<file path="config.mk">
export PLATFORM = sky130hd
export DESIGN_NAME = bdd_decoder
export DESIGN_NICKNAME = d
export VERILOG_FILES = /design/src/design/bdd_pkg.sv /design/src/design/bdd_alu.sv /design/src/design/bdd_decoder.sv
export SDC_FILE = /design/constraint.sdc
export NUM_CORES = 1
export LEC_CHECK = 0
export BUFFER_PORTS_ARGS = -buffer_cell sky130_fd_sc_hd__buf_2
export CORE_MARGIN = 2
export CORE_UTILIZATION = 53
export DETAILED_ROUTE_END_ITERATION = 12
export PLACE_DENSITY = 0.8
export SYNTH_ARGS = -nofsm -noshare
export SYNTH_HDL_FRONTEND = slang
export SYNTH_HIERARCHICAL = 1
export SYNTH_SLANG_ARGS = --single-unit
</file>
<file path="constraint.sdc">
create_clock -name sys_clk_i -period 3.3 [get_ports sys_clk_i]
set_input_delay 0.33 -clock sys_clk_i [delete_from_list [all_inputs] [get_ports sys_clk_i]]
set_output_delay 0.33 -clock sys_clk_i [all_outputs]
set_load 0.01 [all_outputs]
</file>
<file path="src/design/bdd_pkg.sv">
// Package with field positions, encodings, types and timing for the branch and data decoder.
package bdd_pkg;
  // Instruction field positions.
  localparam int COND_MSB = 31;
  localparam int COND_LSB = 28;
  localparam int CLASS_MSB = 27;
  localparam int BR_CLASS_LSB = 25;
  localparam int DP_CLASS_LSB = 26;
  localparam int IMM_BIT = 25;
  localparam int LINK_BIT = 24;
  localparam int OPC_MSB = 24;
  localparam int OPC_LSB = 21;
  localparam int SET_BIT = 20;
  localparam int RN_MSB = 19;
  localparam int RN_LSB = 16;
  localparam int RD_MSB = 15;
  localparam int RD_LSB = 12;
  localparam int ROT_MSB = 11;
  localparam int ROT_LSB = 8;
  localparam int IMM_MSB = 7;
  localparam int SHIFT_MSB = 11;
  localparam int SHIFT_LSB = 4;
  localparam int RM_MSB = 3;
  localparam int OFFS_MSB = 23;
  // Class patterns.
  localparam logic [2:0] BR_CLASS = 3'h5;
  localparam logic [1:0] DP_CLASS = 2'h0;
  // Program counter handling.
  localparam logic [31:0] PREFETCH_BYTES = 32'h8;
  localparam logic [31:0] WORD_BYTES = 32'h4;
  localparam logic [3:0] LINK_REG_IDX = 4'he;
  // Branch timing: one non-sequential cycle plus two sequential ones.
  localparam int BR_N_CYCLES = 1;
  localparam int BR_S_CYCLES = 2;
  // Condition codes.
  localparam logic [3:0] COND_EQ = 4'h0;
  localparam logic [3:0] COND_NE = 4'h1;
  localparam logic [3:0] COND_CS = 4'h2;
  localparam logic [3:0] COND_CC = 4'h3;
  localparam logic [3:0] COND_MI = 4'h4;
  localparam logic [3:0] COND_PL = 4'h5;
  localparam logic [3:0] COND_VS = 4'h6;
  localparam logic [3:0] COND_VC = 4'h7;
  localparam logic [3:0] COND_HI = 4'h8;
  localparam logic [3:0] COND_LS = 4'h9;
  localparam logic [3:0] COND_GE = 4'ha;
  localparam logic [3:0] COND_LT = 4'hb;
  localparam logic [3:0] COND_GT = 4'hc;
  localparam logic [3:0] COND_LE = 4'hd;
  localparam logic [3:0] COND_AL = 4'he;
  // Data-processing opcodes.
  localparam logic [3:0] OP_AND = 4'h0;
  localparam logic [3:0] OP_XOR = 4'h1;
  localparam logic [3:0] OP_SUB = 4'h2;
  localparam logic [3:0] OP_RSUB = 4'h3;
  localparam logic [3:0] OP_ADD = 4'h4;
  localparam logic [3:0] OP_ADDC = 4'h5;
  localparam logic [3:0] OP_SUBB = 4'h6;
  localparam logic [3:0] OP_RSUBB = 4'h7;
  localparam logic [3:0] OP_TSTAND = 4'h8;
  localparam logic [3:0] OP_TSTEQV = 4'h9;
  localparam logic [3:0] OP_CMPSUB = 4'ha;
  localparam logic [3:0] OP_CMPADD = 4'hb;
  localparam logic [3:0] OP_OR = 4'hc;
  localparam logic [3:0] OP_COPY = 4'hd;
  localparam logic [3:0] OP_BCLR = 4'he;
  localparam logic [3:0] OP_COPYN = 4'hf;
  // Reset value of the flags register.
  localparam logic [3:0] FLAGS_RST = 4'h0;

  // Condition flags, negative first.
  typedef struct packed {
    logic n;
    logic z;
    logic c;
    logic v;
  } bdd_flags_t;

  // Branch sequencing phases.
  typedef enum logic [1:0] {
    BDD_IDLE,
    BDD_BR_N,
    BDD_BR_S1,
    BDD_BR_S2
  } bdd_phase_t;

  // Whole state of the decoder.
  typedef struct packed {
    bdd_phase_t phase;
    logic wb_en;
    logic [3:0] wb_idx;
    logic [31:0] wb_data;
    bdd_flags_t flags;
    logic [31:0] target;
  } bdd_core_t;
endpackage

</file>
<file path="src/design/bdd_alu.sv">
// Arithmetic and logic unit for the data-processing class.
`timescale 1ns/1ps
module bdd_alu (
  input wire logic [3:0] opc_i,
  input wire logic [31:0] op1_i,
  input wire logic [31:0] op2_i,
  input wire logic carry_i,
  output logic [31:0] res_o,
  output logic carry_o,
  output logic ovf_o,
  output logic arith_o
);
  logic [31:0] x; // Adder left input.
  logic [31:0] y; // Adder right input, already inverted for subtraction.
  logic ci; // Adder carry in.
  logic [32:0] sum; // Adder sum with carry out.

  // One shared adder; subtraction is x plus not y plus one, so carry means no borrow.
  always_comb begin
    x = op1_i;
    y = op2_i;
    ci = 1'b0;
    arith_o = 1'b1;
    res_o = 32'h0;
    case (opc_i)
      bdd_pkg::OP_SUB, bdd_pkg::OP_CMPSUB: begin
        y = ~op2_i;
        ci = 1'b1;
      end
      bdd_pkg::OP_RSUB: begin
        x = op2_i;
        y = ~op1_i;
        ci = 1'b1;
      end
      bdd_pkg::OP_ADD, bdd_pkg::OP_CMPADD: begin
        ci = 1'b0;
      end
      bdd_pkg::OP_ADDC: begin
        ci = carry_i;
      end
      bdd_pkg::OP_SUBB: begin
        y = ~op2_i;
        ci = carry_i;
      end
      bdd_pkg::OP_RSUBB: begin
        x = op2_i;
        y = ~op1_i;
        ci = carry_i;
      end
      default: begin
        arith_o = 1'b0;
      end
    endcase
    sum = {1'b0, x} + {1'b0, y} + {32'h0, ci};
    case (opc_i)
      bdd_pkg::OP_AND, bdd_pkg::OP_TSTAND: begin
        res_o = op1_i & op2_i;
      end
      bdd_pkg::OP_XOR, bdd_pkg::OP_TSTEQV: begin
        res_o = op1_i ^ op2_i;
      end
      bdd_pkg::OP_OR: begin
        res_o = op1_i | op2_i;
      end
      bdd_pkg::OP_COPY: begin
        res_o = op2_i;
      end
      bdd_pkg::OP_BCLR: begin
        res_o = op1_i & ~op2_i;
      end
      bdd_pkg::OP_COPYN: begin
        res_o = ~op2_i;
      end
      default: begin
        res_o = sum[31:0];
      end
    endcase
    // Carry from bit 31, overflow when like-signed inputs give an unlike sign.
    carry_o = sum[32];
    ovf_o = (x[31] == y[31]) && (sum[31] != x[31]);
  end
endmodule

</file>
<file path="src/design/bdd_decoder.sv">
// Decoder and executor for conditional branches and data-processing instructions.
`timescale 1ns/1ps
// Operation
// - Execute only when condition passes current flags.
// - Branch target adds sign-extended offset times four.
// - Branch arithmetic uses PC eight bytes ahead.
// - Link bit set writes link register.
// - Return address is next instruction's address.
// - Flags not saved; link bits 1:0 cleared.
// - Link bit clear leaves link register alone.
// - Branch takes one N and two S cycles.
// - First operand from 19:16, result to 15:12.
// - Immediate bit selects register or rotated immediate.
// - Immediate: bits 7:0 value, 11:8 rotate.
// - Set bit decides whether flags update.
// - Test and compare ops never write destination.
// - Fifteen conditions decoded; 1111 reserved.
// - Opcodes 0000 to 1111 decoded in order.
// - Arithmetic flags: overflow, carry, zero, negative.
module bdd_decoder (
  input wire logic sys_clk_i,
  input wire logic rst_i,
  input wire logic [31:0] instr_i,
  input wire logic instr_valid_i,
  input wire logic [31:0] pc_i,
  input wire logic [31:0] rn_data_i,
  input wire logic [31:0] shifted_op_i,
  input wire logic shifter_c_i,
  output logic instr_ready_o,
  output logic [3:0] rn_idx_o,
  output logic [3:0] rm_idx_o,
  output logic [7:0] shift_ctl_o,
  output logic wb_en_o,
  output logic [3:0] wb_idx_o,
  output logic [31:0] wb_data_o,
  output bdd_pkg::bdd_flags_t flags_o,
  output logic fetch_flush_o,
  output logic [31:0] fetch_target_o,
  output logic cycle_seq_o
);
  // Condition test against the flags; the reserved code never executes.
  function automatic logic cond_pass(input logic [3:0] cond, input bdd_pkg::bdd_flags_t f);
    case (cond)
      bdd_pkg::COND_EQ: cond_pass = f.z;
      bdd_pkg::COND_NE: cond_pass = !f.z;
      bdd_pkg::COND_CS: cond_pass = f.c;
      bdd_pkg::COND_CC: cond_pass = !f.c;
      bdd_pkg::COND_MI: cond_pass = f.n;
      bdd_pkg::COND_PL: cond_pass = !f.n;
      bdd_pkg::COND_VS: cond_pass = f.v;
      bdd_pkg::COND_VC: cond_pass = !f.v;
      bdd_pkg::COND_HI: cond_pass = f.c && !f.z;
      bdd_pkg::COND_LS: cond_pass = !f.c || f.z;
      bdd_pkg::COND_GE: cond_pass = f.n == f.v;
      bdd_pkg::COND_LT: cond_pass = f.n != f.v;
      bdd_pkg::COND_GT: cond_pass = !f.z && (f.n == f.v);
      bdd_pkg::COND_LE: cond_pass = f.z || (f.n != f.v);
      bdd_pkg::COND_AL: cond_pass = 1'b1;
      default: cond_pass = 1'b0;
    endcase
  endfunction

  // True for the four opcodes that only set flags.
  function automatic logic is_test_op(input logic [3:0] opc);
    is_test_op = (opc[3:2] == bdd_pkg::OP_TSTAND[3:2]);
  endfunction

  bdd_pkg::bdd_core_t cur_q; // Registered state.
  bdd_pkg::bdd_core_t nxt_d; // Next state.
  logic accept; // An instruction is taken this cycle.
  logic is_branch; // Branch class.
  logic is_dp; // Data-processing class.
  logic exec; // Condition passes.
  logic [3:0] opc; // Data-processing opcode.
  logic [31:0] imm_rot; // Rotated immediate operand.
  logic imm_c; // Carry out of the immediate rotate.
  logic [4:0] rot_amt; // Rotate amount, twice the field.
  logic [63:0] imm_dbl; // Immediate doubled for rotation.
  logic [31:0] op2; // Selected second operand.
  logic op2_c; // Carry that logical operations pass to the flags.
  logic [31:0] alu_res; // Operation result.
  logic alu_c; // Adder carry out.
  logic alu_v; // Adder overflow.
  logic alu_arith; // Opcode is arithmetic.
  logic [31:0] br_offs; // Sign-extended word offset.

  assign accept = instr_valid_i && instr_ready_o;
  // Class decode; a branch needs 101, data processing needs 00 in the top pair.
  assign is_branch = (instr_i[bdd_pkg::CLASS_MSB:bdd_pkg::BR_CLASS_LSB] == bdd_pkg::BR_CLASS);
  assign is_dp = (instr_i[bdd_pkg::CLASS_MSB:bdd_pkg::DP_CLASS_LSB] == bdd_pkg::DP_CLASS);
  assign exec = cond_pass(instr_i[bdd_pkg::COND_MSB:bdd_pkg::COND_LSB], cur_q.flags);
  assign opc = instr_i[bdd_pkg::OPC_MSB:bdd_pkg::OPC_LSB];
  // Register indices go straight to the register file and shifter.
  assign rn_idx_o = instr_i[bdd_pkg::RN_MSB:bdd_pkg::RN_LSB];
  assign rm_idx_o = instr_i[bdd_pkg::RM_MSB:0];
  assign shift_ctl_o = instr_i[bdd_pkg::SHIFT_MSB:bdd_pkg::SHIFT_LSB];
  // Rotating the zero-extended byte right by twice the field.
  assign rot_amt = {instr_i[bdd_pkg::ROT_MSB:bdd_pkg::ROT_LSB], 1'b0};
  assign imm_dbl = {2{24'h0, instr_i[bdd_pkg::IMM_MSB:0]}};
  assign imm_rot = imm_dbl[rot_amt +: 32];
  // A zero rotate leaves carry alone, otherwise carry takes bit 31.
  assign imm_c = (rot_amt == 5'h0) ? cur_q.flags.c : imm_rot[31];
  assign op2 = instr_i[bdd_pkg::IMM_BIT] ? imm_rot : shifted_op_i;
  assign op2_c = instr_i[bdd_pkg::IMM_BIT] ? imm_c : shifter_c_i;
  assign br_offs = {{6{instr_i[bdd_pkg::OFFS_MSB]}}, instr_i[bdd_pkg::OFFS_MSB:0], 2'b00};

  bdd_alu u_alu (
    .opc_i(opc),
    .op1_i(rn_data_i),
    .op2_i(op2),
    .carry_i(cur_q.flags.c),
    .res_o(alu_res),
    .carry_o(alu_c),
    .ovf_o(alu_v),
    .arith_o(alu_arith)
  );

  // Next-state logic: one instruction at a time, branches hold off the next for three cycles.
  always_comb begin
    nxt_d = cur_q;
    nxt_d.wb_en = 1'b0;
    case (cur_q.phase)
      bdd_pkg::BDD_IDLE: begin
        if (accept && exec && is_branch) begin
          // pc_i already runs eight bytes ahead, so the target is a plain sum.
          nxt_d.target = pc_i + br_offs;
          nxt_d.phase = bdd_pkg::BDD_BR_N;
          // A plain branch skips this, so the link register keeps its value.
          if (instr_i[bdd_pkg::LINK_BIT]) begin
            // One word back from the prefetch PC is the next instruction; flags stay out.
            nxt_d.wb_en = 1'b1;
            nxt_d.wb_idx = bdd_pkg::LINK_REG_IDX;
            nxt_d.wb_data = {pc_i[31:2] - bdd_pkg::WORD_BYTES[31:2], 2'b00};
          end
        end else if (accept && exec && is_dp) begin
          // Compare forms never write, even though they share the adder.
          if (!is_test_op(opc)) begin
            nxt_d.wb_en = 1'b1;
            nxt_d.wb_idx = instr_i[bdd_pkg::RD_MSB:bdd_pkg::RD_LSB];
            nxt_d.wb_data = alu_res;
          end
          if (instr_i[bdd_pkg::SET_BIT]) begin
            nxt_d.flags.n = alu_res[31];
            nxt_d.flags.z = (alu_res == 32'h0);
            nxt_d.flags.c = alu_arith ? alu_c : op2_c;
            nxt_d.flags.v = alu_arith ? alu_v : cur_q.flags.v;
          end
        end
      end
      // Non-sequential fetch from the target, then two sequential cycles.
      bdd_pkg::BDD_BR_N: nxt_d.phase = bdd_pkg::BDD_BR_S1;
      bdd_pkg::BDD_BR_S1: nxt_d.phase = bdd_pkg::BDD_BR_S2;
      default: nxt_d.phase = bdd_pkg::BDD_IDLE;
    endcase
  end

  // State register.
  always_ff @(posedge sys_clk_i or posedge rst_i) begin
    if (rst_i) begin
      cur_q <= '{phase: bdd_pkg::BDD_IDLE, wb_en: 1'b0, wb_idx: 4'h0, wb_data: 32'h0,
                 flags: bdd_pkg::FLAGS_RST, target: 32'h0};
    end else begin
      cur_q <= nxt_d;
    end
  end

  // Handshake outputs come straight from the phase; data from flops.
  assign instr_ready_o = (cur_q.phase == bdd_pkg::BDD_IDLE);
  assign fetch_flush_o = (cur_q.phase == bdd_pkg::BDD_BR_N);
  assign cycle_seq_o = (cur_q.phase != bdd_pkg::BDD_BR_N);
  assign fetch_target_o = cur_q.target;
  assign wb_en_o = cur_q.wb_en;
  assign wb_idx_o = cur_q.wb_idx;
  assign wb_data_o = cur_q.wb_data;
  assign flags_o = cur_q.flags;

  chk_cond_fail_quiet: assert property (@(posedge sys_clk_i) disable iff (rst_i)
    accept && !exec |=> !wb_en_o && !fetch_flush_o && $stable(flags_o))
    else $error("failed condition still had an effect");
  chk_branch_target: assert property (@(posedge sys_clk_i) disable iff (rst_i)
    accept && exec && is_branch |=> fetch_flush_o
      && fetch_target_o == $past(pc_i) + $past(br_offs))
    else $error("branch target wrong");
  chk_link_value: assert property (@(posedge sys_clk_i) disable iff (rst_i)
    accept && exec && is_branch && instr_i[bdd_pkg::LINK_BIT] |=> wb_en_o
      && wb_idx_o == bdd_pkg::LINK_REG_IDX && wb_data_o[1:0] == 2'b00
      && wb_data_o[31:2] == $past(pc_i[31:2]) - 30'h1)
    else $error("return address wrong");
  chk_no_link: assert property (@(posedge sys_clk_i) disable iff (rst_i)
    accept && is_branch && !instr_i[bdd_pkg::LINK_BIT] |=> !wb_en_o)
    else $error("plain branch wrote a register");
  chk_branch_cycles: assert property (@(posedge sys_clk_i) disable iff (rst_i)
    $rose(fetch_flush_o) |-> !cycle_seq_o ##1 (cycle_seq_o && !instr_ready_o)[*2] ##1 instr_ready_o)
    else $error("branch did not take three cycles");
  chk_dest_index: assert property (@(posedge sys_clk_i) disable iff (rst_i)
    accept && exec && is_dp && !is_test_op(opc) |=> wb_en_o
      && wb_idx_o == $past(instr_i[bdd_pkg::RD_MSB:bdd_pkg::RD_LSB]))
    else $error("destination index wrong");
  chk_test_nowrite: assert property (@(posedge sys_clk_i) disable iff (rst_i)
    accept && is_dp && is_test_op(opc) |=> !wb_en_o)
    else $error("test opcode wrote a register");
  chk_flags_hold: assert property (@(posedge sys_clk_i) disable iff (rst_i)
    accept && !(is_dp && instr_i[bdd_pkg::SET_BIT]) |=> $stable(flags_o))
    else $error("flags changed without set bit");
  chk_zero_flag: assert property (@(posedge sys_clk_i) disable iff (rst_i)
    accept && exec && is_dp && instr_i[bdd_pkg::SET_BIT] |=> flags_o.z == ($past(alu_res) == 32'h0)
      && flags_o.n == $past(alu_res[31]))
    else $error("zero or negative flag wrong");
  // The flush is one pulse, so the fetch stage restarts exactly once per taken branch.
  chk_flush_pulse: assert property (@(posedge sys_clk_i) disable iff (rst_i)
    fetch_flush_o |=> !fetch_flush_o)
    else $error("flush held longer than one cycle");
  // The reserved condition code must behave like a failed condition.
  chk_reserved_cond: assert property (@(posedge sys_clk_i) disable iff (rst_i)
    accept && (&instr_i[bdd_pkg::COND_MSB:bdd_pkg::COND_LSB]) |=> !wb_en_o && !fetch_flush_o)
    else $error("reserved condition had an effect");
  // The target output only moves when a branch is actually taken.
  chk_target_hold: assert property (@(posedge sys_clk_i) disable iff (rst_i)
    !(accept && exec && is_branch) |=> $stable(fetch_target_o))
    else $error("branch target moved without a taken branch");
  // Logical operations leave overflow alone even when they update the other flags.
  chk_logic_ovf: assert property (@(posedge sys_clk_i) disable iff (rst_i)
    accept && exec && is_dp && instr_i[bdd_pkg::SET_BIT] && !alu_arith
      |=> flags_o.v == $past(flags_o.v))
    else $error("logical operation changed the overflow flag");
endmodule

</file>
==> impl_metrics.py, run 1 <==
metrics = {
    "setup_path": {
        "critPathArrivalTime_ns": 4.45,
        "timing.rr.start": "flags_o[1]",
        "path_class": "in2reg",
        "cp-start-kind": "input pin",
        "r2r_cells": 18,
        "required_ns": 3.58,
        "crit_fanout": 6,
        "crit_path_end_kind": "flop",
        "reg2reg_slack_ns": -0.69,
        "worstReg2RegEnd": "flags_o[2]",
    },
    "sta": {
        "fmax_mhz": 240,
        "setup_viol": 30,
        "period_minus_slack_ns": 4.17,
        "final_hold_viol_count": 0,
        "layout_setup_ws_ns": -0.872,
        "finalSetupTns_ns": -14.98,
        "tightest_slew_ns": 1.14,
        "skew_ns": 0.00700,
        "rsz0062_at_grt": "yes",
        "drv_slew": 0,
        "layout_worst_path_cycle_share_pct": 126,
        "slew_headroom_pct": 23.9,
    },
    "pwr": {
        "powerDensity_mw_per_mm2": 425,
        "combPwrFrac_pct": 61.0,
        "p_clk_share_pct": 16.0,
        "netSwitchingFraction_pct": 41.7,
        "seq_power_share_pct": 22.9,
        "netSwitchingPower_mw": 2.88,
        "p_leak_nw": 7.69,
        "irDropWorstVdd_mv": 0.366,
        "power.internal_mw": 4.02,
    },
    "hold_path": {
        "hold_path.class": "in2reg",
        "hold_end": "fetch_target_o[0]",
        "hold_path_depth": 2,
        "worstHoldStart": "pc_i[0]",
    },
    "die": {
        "fp.coreArea_mm2": 0.0216,
        "ios": 224,
        "dieHeight_um": 152,
        "die_area_mm2": 0.0230,
        "initial_core_util_pct": 53.6,
        "die_x_um": 152,
        "std_cell_rows": 54,
    },
    "finish": {
        "finalInstanceArea_mm2": 0.0162,
        "fill_cells": 1707,
        "num_antenna_cells": 0,
        "post-route-util_pct": 75.0,
        "layout_commonest_cell": "buf_4",
        "mostFrequentLayoutCells": "buf_4 (347), buf_2 (218), nand2_1 (203), o21ai_0 (169), nor2_1 (114)",
        "final_nets": 2273,
        "drive_gt1_share_pct": 38.5,
        "syn_to_final_growth_pct": 40.1,
    },
    "clock_network": {
        "clkLatencyLatePin_ns": 0.33,
        "cts_buffer_depth": 2,
        "clk_pin_slew_ns": 0.06,
        "cts_buffers": 9,
        "cts_sinks": 75,
        "cts_root_buf": "clkbuf_16",
        "cts_tree": "done",
        "htreeDepth": 3,
    },
    "synthesis": {
        "yosysSeqAreaShare_pct": 16.2,
        "synth_area_leader_cell": "dfrtp_1",
        "mappedNetlistArea_mm2": 0.0116,
        "netlist-cell-type-count": 93,
        "synth_edf_count": 0,
        "yosys-top-cells-area": "dfrtp_1 (16%), ha_1 (10%), o21ai_0 (8.5%)",
        "synth_warnings": 6,
        "synthCells": 1611,
        "synth_flop_cell": "dfrtp_1",
        "ys_async_sr_fraction_pct": 100,
        "netlist.area_leader.share_pct": 16.2,
        "synth_area_per_cell_um2": 7.19,
        "synth.ff_latch_count": 75,
        "syn_nets": 1843,
    },
    "detailed_routing": {
        "vias": 14400,
        "drc": 0,
        "met3_length_um": 4110,
        "wl_um": 47000,
        "drtIter0Drc": 1266,
        "top_layer": "met4",
        "dr_wl_met2_um": 21600,
        "dr.pass1.iters": 5,
        "wl_met1_um": 19200,
        "wl_per_cell_um": 20.2,
        "final_antenna_net_count": 0,
        "viasPerCell": 6.20,
    },
    "global_route": {
        "antenna_found_initial": 0,
        "grt_pass1_wl_um": 72200,
        "grt_max_degree": 65,
        "overflow": 0,
        "grt_usage_pct": 38.4,
        "grt_pass1_vias": 13600,
    },
    "placement": {
        "io_buffer_count": 223,
        "place_area_mm2": 0.0147,
        "gp_congestion": 0.990,
        "dp_hpwl_um": 36300,
    },
    "run_status": {
        "failed_checks": "negative setup slack",
        "outcome": "finished, violations left",
    },
    "flow_run": {
        "cap_violations": 0,
    },
}
-- area by class of cell --
cell class | instances | area [µm²] | share of cell area (%)
tap | 280 | 350 | 2.16
timing repair buffer | 593 | 4120 | 25.4
sequential | 75 | 1880 | 11.6
inverter | 96 | 362 | 2.23
clock buffer | 10 | 239 | 1.47
clock inverter | 6 | 95.1 | 0.586
multi-input combinational | 1266 | 9180 | 56.6
-- how the worst max path moves through the flow --
| stage | start | end | cells past startpoint |
|---|---|---|---|
| global placement | instr_i[8] | flags_o[2] | 22 |
| floorplan | instr_i[8] | flags_o[2] | 21 |
| global route | instr_i[8] | flags_o[2] | 23 |
| detailed placement | instr_i[8] | flags_o[2] | 22 |
| CTS | instr_i[8] | flags_o[2] | 22 |
| finish | instr_i[8] | flags_o[2] | 23 |
-- routing by layer --
metal  GRT usage [%]  vias to the layer above
li1                -                     6648
met1            50.7                     6782
met2            63.6                      825
met3            5.68                      172
met4            14.9                        0
met5               0                        -
-- repair_timing --
action / 4_1_cts / 5_1_grt
hold buffers: 0 / 0
buffers inserted: 23 / 34
setup endpoints to repair: 30 / 31
gates resized for setup: 81 / 95
pin swaps: 54 / 82
cloned: 1 / 0
-- cells in the mapped netlist, drive strengths merged (23+ instances only) --
master     n
xor2      28
o221ai    26
clkbuf    65
dfrtp     75
nand3     23
buf      109
a21oi    111
nor2     119
o2bb2ai   30
ha        97
a221o     26
nand2    211
a211oi    31
xnor2     48
o21ai    202
inv       96
-- cell families (layout without fill, tap and decap cells) --
| group | after synthesis | after routing | synth area share (%) |
|---|---|---|---|
| flip-flops | 75 | 75 | 16.2 |
| AND/OR/NAND/NOR | 487 | 487 | 19.9 |
| adder cells (fa/ha/maj) | 100 | 100 | 11.0 |
| AO/OA/AOI/OAI | 583 | 583 | 33.2 |
| buffers and inverters | 270 | 705 | 12.1 |
| XOR/XNOR | 76 | 76 | 5.75 |
| multiplexers | 20 | 20 | 1.89 |
-- per-stage QoR --
step           hold WS (ns)  power, mW  worst slack, ns  std cells
3_3_place_gp          0.459       5.19            -1.25       2265
5_1_grt               0.199       7.31            -1.03       2326
6_report              0.207       6.90           -0.872       2326
4_1_cts               0.203       6.57           -0.690       2298
3_5_place_dp          0.466       5.29            -1.35       2265
2_1_floorplan         0.450       4.01           -0.699       1611
-- registers in the layout, summed over array words and instances (netlist names) --
name	flops
wb_data_o	32
cur_q	2
wb_idx_o	4
wb_en_o	1
fetch_target_o	32
flags_o	4
-- worst max-delay path, stage by stage --
cell      delay [ns]
buf_12          0.11
buf_6           0.12
mux2i_4         0.18
or2_4           0.25
o221ai_4        0.27
nand2_1         0.09
o21ai_1         0.10
o21ai_1         0.09
ha_1            0.30
a21o_1          0.22
buf_6           0.14
a21oi_2         0.12
buf_4           0.13
a21oi_2         0.05
o31a_1          0.35
o211ai_1        0.37
a21boi_1        0.15
o21ai_1         0.25
o311ai_2        0.15
nor4_2          0.29
nand4_1         0.11
nor2_1          0.11
mux2_2          0.15
-- power by group through the flow --
| stage | Combinational (mW) | Sequential (mW) | Clock (mW) |
|---|---|---|---|
| floorplan | 2.53 | 1.48 | 0 |
| global placement | 3.63 | 1.56 | 0 |
| detailed placement | 3.71 | 1.58 | 0 |
| CTS | 3.88 | 1.57 | 1.12 |
| global route | 4.52 | 1.63 | 1.16 |
| finish | 4.21 | 1.58 | 1.11 |
No activity file was read; power rests on OpenSTA's default activity.
==> run 2, diff against run 1 <==
--- a/config.mk
+++ b/config.mk
@@ -7,10 +7,11 @@
 export LEC_CHECK = 0
 export BUFFER_PORTS_ARGS = -buffer_cell sky130_fd_sc_hd__buf_2
 export CORE_MARGIN = 2
-export CORE_UTILIZATION = 53
+export CORE_UTILIZATION = 58
 export DETAILED_ROUTE_END_ITERATION = 12
-export PLACE_DENSITY = 0.8
+export PLACE_DENSITY = 0.83
 export SYNTH_ARGS = -nofsm -noshare
 export SYNTH_HDL_FRONTEND = slang
 export SYNTH_HIERARCHICAL = 1
 export SYNTH_SLANG_ARGS = --single-unit
+export TNS_END_PERCENT = 10
==> constraint.sdc (replaced) <==
create_clock -name sys_clk_i -period 4.05 [get_ports sys_clk_i]
set_input_delay 0.405 -clock sys_clk_i [delete_from_list [all_inputs] [get_ports sys_clk_i]]
set_output_delay 0.405 -clock sys_clk_i [all_outputs]
set_load 0.01 [all_outputs]
==> run 2 against run 1 <==
  * The flow still finishes with violations (negative setup slack)
  * Cell count down 4.3%
  * First-iteration DRC count grew 20%
  * Combinational power fell by 27%
  * Clock skew up 0.0022 ns
  * Global-route usage up 1.3 points
  * Wire length shrank 4.8%
  * Die area down 8.4%
  * Sequential share of layout area increased by 0.86 points
  * Design area fell by 6.9%
  * Via count fell by 2.0%
  * Power decreased by 24%
  * Critical endpoint unchanged
  * Highest routed layer unchanged
==> impl_metrics.py, run 2 (synthesis gave the netlist of run 1 again) <==
metrics = {
    "die": {
        "initial_core_util_pct": 59.3,
        "std_cell_rows": 51,
        "ios": 224,
        "die_area_mm2": 0.0211,
        "die_x_um": 145,
        "dieHeight_um": 145,
        "fp.coreArea_mm2": 0.0195,
    },
    "sta": {
        "period_minus_slack_ns": 4.13,
        "setup_viol": 3,
        "tightest_slew_ns": 0.953,
        "final_hold_viol_count": 0,
        "finalSetupTns_ns": -0.139,
        "rsz0062_at_grt": "yes",
        "drv_slew": 0,
        "holdWs_ns": 0.192,
        "layout_worst_path_cycle_share_pct": 102,
        "skew_ns": 0.00919,
        "layout_setup_ws_ns": -0.0843,
        "slew_headroom_pct": 35.6,
        "fmax_mhz": 242,
    },
    "global_route": {
        "grt_pass1_vias": 13200,
        "grt_pass1_wl_um": 68000,
        "grt_usage_pct": 39.7,
        "grt_max_degree": 64,
        "overflow": 0,
        "antenna_found_initial": 0,
    },
    "hold_path": {
        "hold_path.class": "in2async",
    },
    "pwr": {
        "irDropWorstVdd_mv": 0.287,
        "powerDensity_mw_per_mm2": 349,
        "p_leak_nw": 7.14,
        "total_power_mw": 5.27,
    },
    "placement": {
        "dp_hpwl_um": 34200,
        "gp_congestion": 1.03,
        "io_buffer_count": 223,
        "place_area_mm2": 0.0141,
    },
    "finish": {
        "num_antenna_cells": 0,
        "finalInstanceArea_mm2": 0.0151,
        "layout_commonest_cell": "buf_4",
        "syn_to_final_growth_pct": 30.4,
        "drive_gt1_share_pct": 32.9,
        "fill_cells": 1480,
        "final_nets": 2189,
        "mostFrequentLayoutCells": "buf_4 (280), buf_2 (220), nand2_1 (210), o21ai_0 (182), nor2_1 (117)",
    },
    "clock_network": {
        "cts_tree": "done",
        "cts_buffer_depth": 2,
        "htreeDepth": 3,
        "clkLatencyLatePin_ns": 0.35,
        "cts_hold_buf": 0,
        "clk_pin_slew_ns": 0.06,
        "cts_buffers": 9,
        "cts_root_buf": "clkbuf_16",
        "cts_sinks": 75,
    },
    "setup_path": {
        "crit_fanout": 5,
        "critPathArrivalTime_ns": 4.42,
        "r2r_cells": 18,
        "required_ns": 4.34,
        "timing.rr.start": "flags_o[1]",
        "crit_path_end_kind": "flop",
        "path_class": "in2reg",
        "cp-start-kind": "input pin",
        "worstReg2RegEnd": "flags_o[2]",
        "reg2reg_slack_ns": 0.12,
    },
    "detailed_routing": {
        "top_layer": "met4",
        "drc": 0,
        "final_antenna_net_count": 0,
        "drtIter0Drc": 1517,
        "vias": 14100,
        "wl_met1_um": 17600,
        "wl_um": 44700,
        "viasPerCell": 6.35,
        "wl_per_cell_um": 20.1,
        "dr_wl_met2_um": 20500,
        "dr.pass1.iters": 9,
        "met3_length_um": 4600,
    },
    "flow_run": {
        "cap_violations": 0,
    },
    "run_status": {
        "outcome": "finished, violations left",
        "failed_checks": "negative setup slack",
    },
}
## run 2: cell types whose count changed in the layout (fill, tap and decap cells not counted), moves of 7 or more
cell | previous run | this run
o21ai_0 | 169 | 182
buf_4 | 347 | 280
o21ai_1 | 21 | 12
a21oi_1 | 91 | 102
a21oi_2 | 17 | 9
nand2_1 | 203 | 210
buf_6 | 17 | 3
## run 2: how the worst max path moves through the flow
stage	start	endpoint	slack [ns]	depth (start not counted)
CTS	instr_i[8]	flags_o[2]	0.006	24
detailed placement	instr_i[8]	flags_o[2]	-0.79	20
global placement	instr_i[8]	flags_o[2]	-0.72	21
finish	instr_i[8]	flags_o[2]	-0.08	22
floorplan	instr_i[8]	flags_o[2]	-0.05	21
global route	instr_i[8]	flags_o[2]	-0.31	24
## run 2: critical path, cell delays in order
cell	delay, ns
buf_12	0.11
buf_6	0.11
mux2i_4	0.18
or2_4	0.27
o221ai_4	0.20
nand2_1	0.07
o21ai_1	0.07
o21ai_1	0.08
ha_1	0.32
a21o_1	0.23
a31oi_4	0.18
a21boi_2	0.09
a2111o_1	0.49
buf_6	0.16
a21boi_4	0.21
o21ai_4	0.12
a2111oi_4	0.36
a211oi_2	0.07
nor4_1	0.29
nand4_1	0.12
nor2_1	0.11
mux2_4	0.15
## run 2: cell type report
cell class | count | area [µm²] | share of cell area, %
Clock buffer | 12 | 246 | 1.63
Multi-Input combinational cell | 1266 | 8860 | 58.7
Clock inverter | 4 | 73.8 | 0.489
Sequential cell | 75 | 1880 | 12.4
Timing Repair Buffer | 509 | 3350 | 22.2
Inverter | 96 | 360 | 2.39
Tap cell | 265 | 332 | 2.20
## run 2: stage by stage
step | cells | worst slack [ns] | utilization, %
after global placement | 2191 | -0.721 | 72.3
after global routing | 2227 | -0.314 | 77.3
after detailed placement | 2191 | -0.793 | 72.3
after floorplan | 1611 | -0.0451 | -
final | 2227 | -0.0843 | 77.3
after CTS | 2212 | 0.00586 | 74.9
## run 2: routing by layer
metal,vias up,GRT usage (%)
met5,-,0
li1,6470,-
met1,6602,51.7
met4,0,16.4
met2,894,65.5
met3,166,6.54
## run 2: power by group
part           switching [mW]  internal, mW  total, mW
registers               0.228          1.07       1.29
clock network           0.330         0.557      0.887
logic                    1.64          1.45       3.09
## run 2: what timing repair did
| item | CTS | global route |
|---|---|---|
| buffers inserted | 5 | 14 |
| setup endpoints to repair | 25 | 24 |
| endpoints found under the hold margin | 0 | 0 |
| pin swaps | 13 | 38 |
| gates cloned | 0 | 1 |
| resized for setup | 34 | 68 |
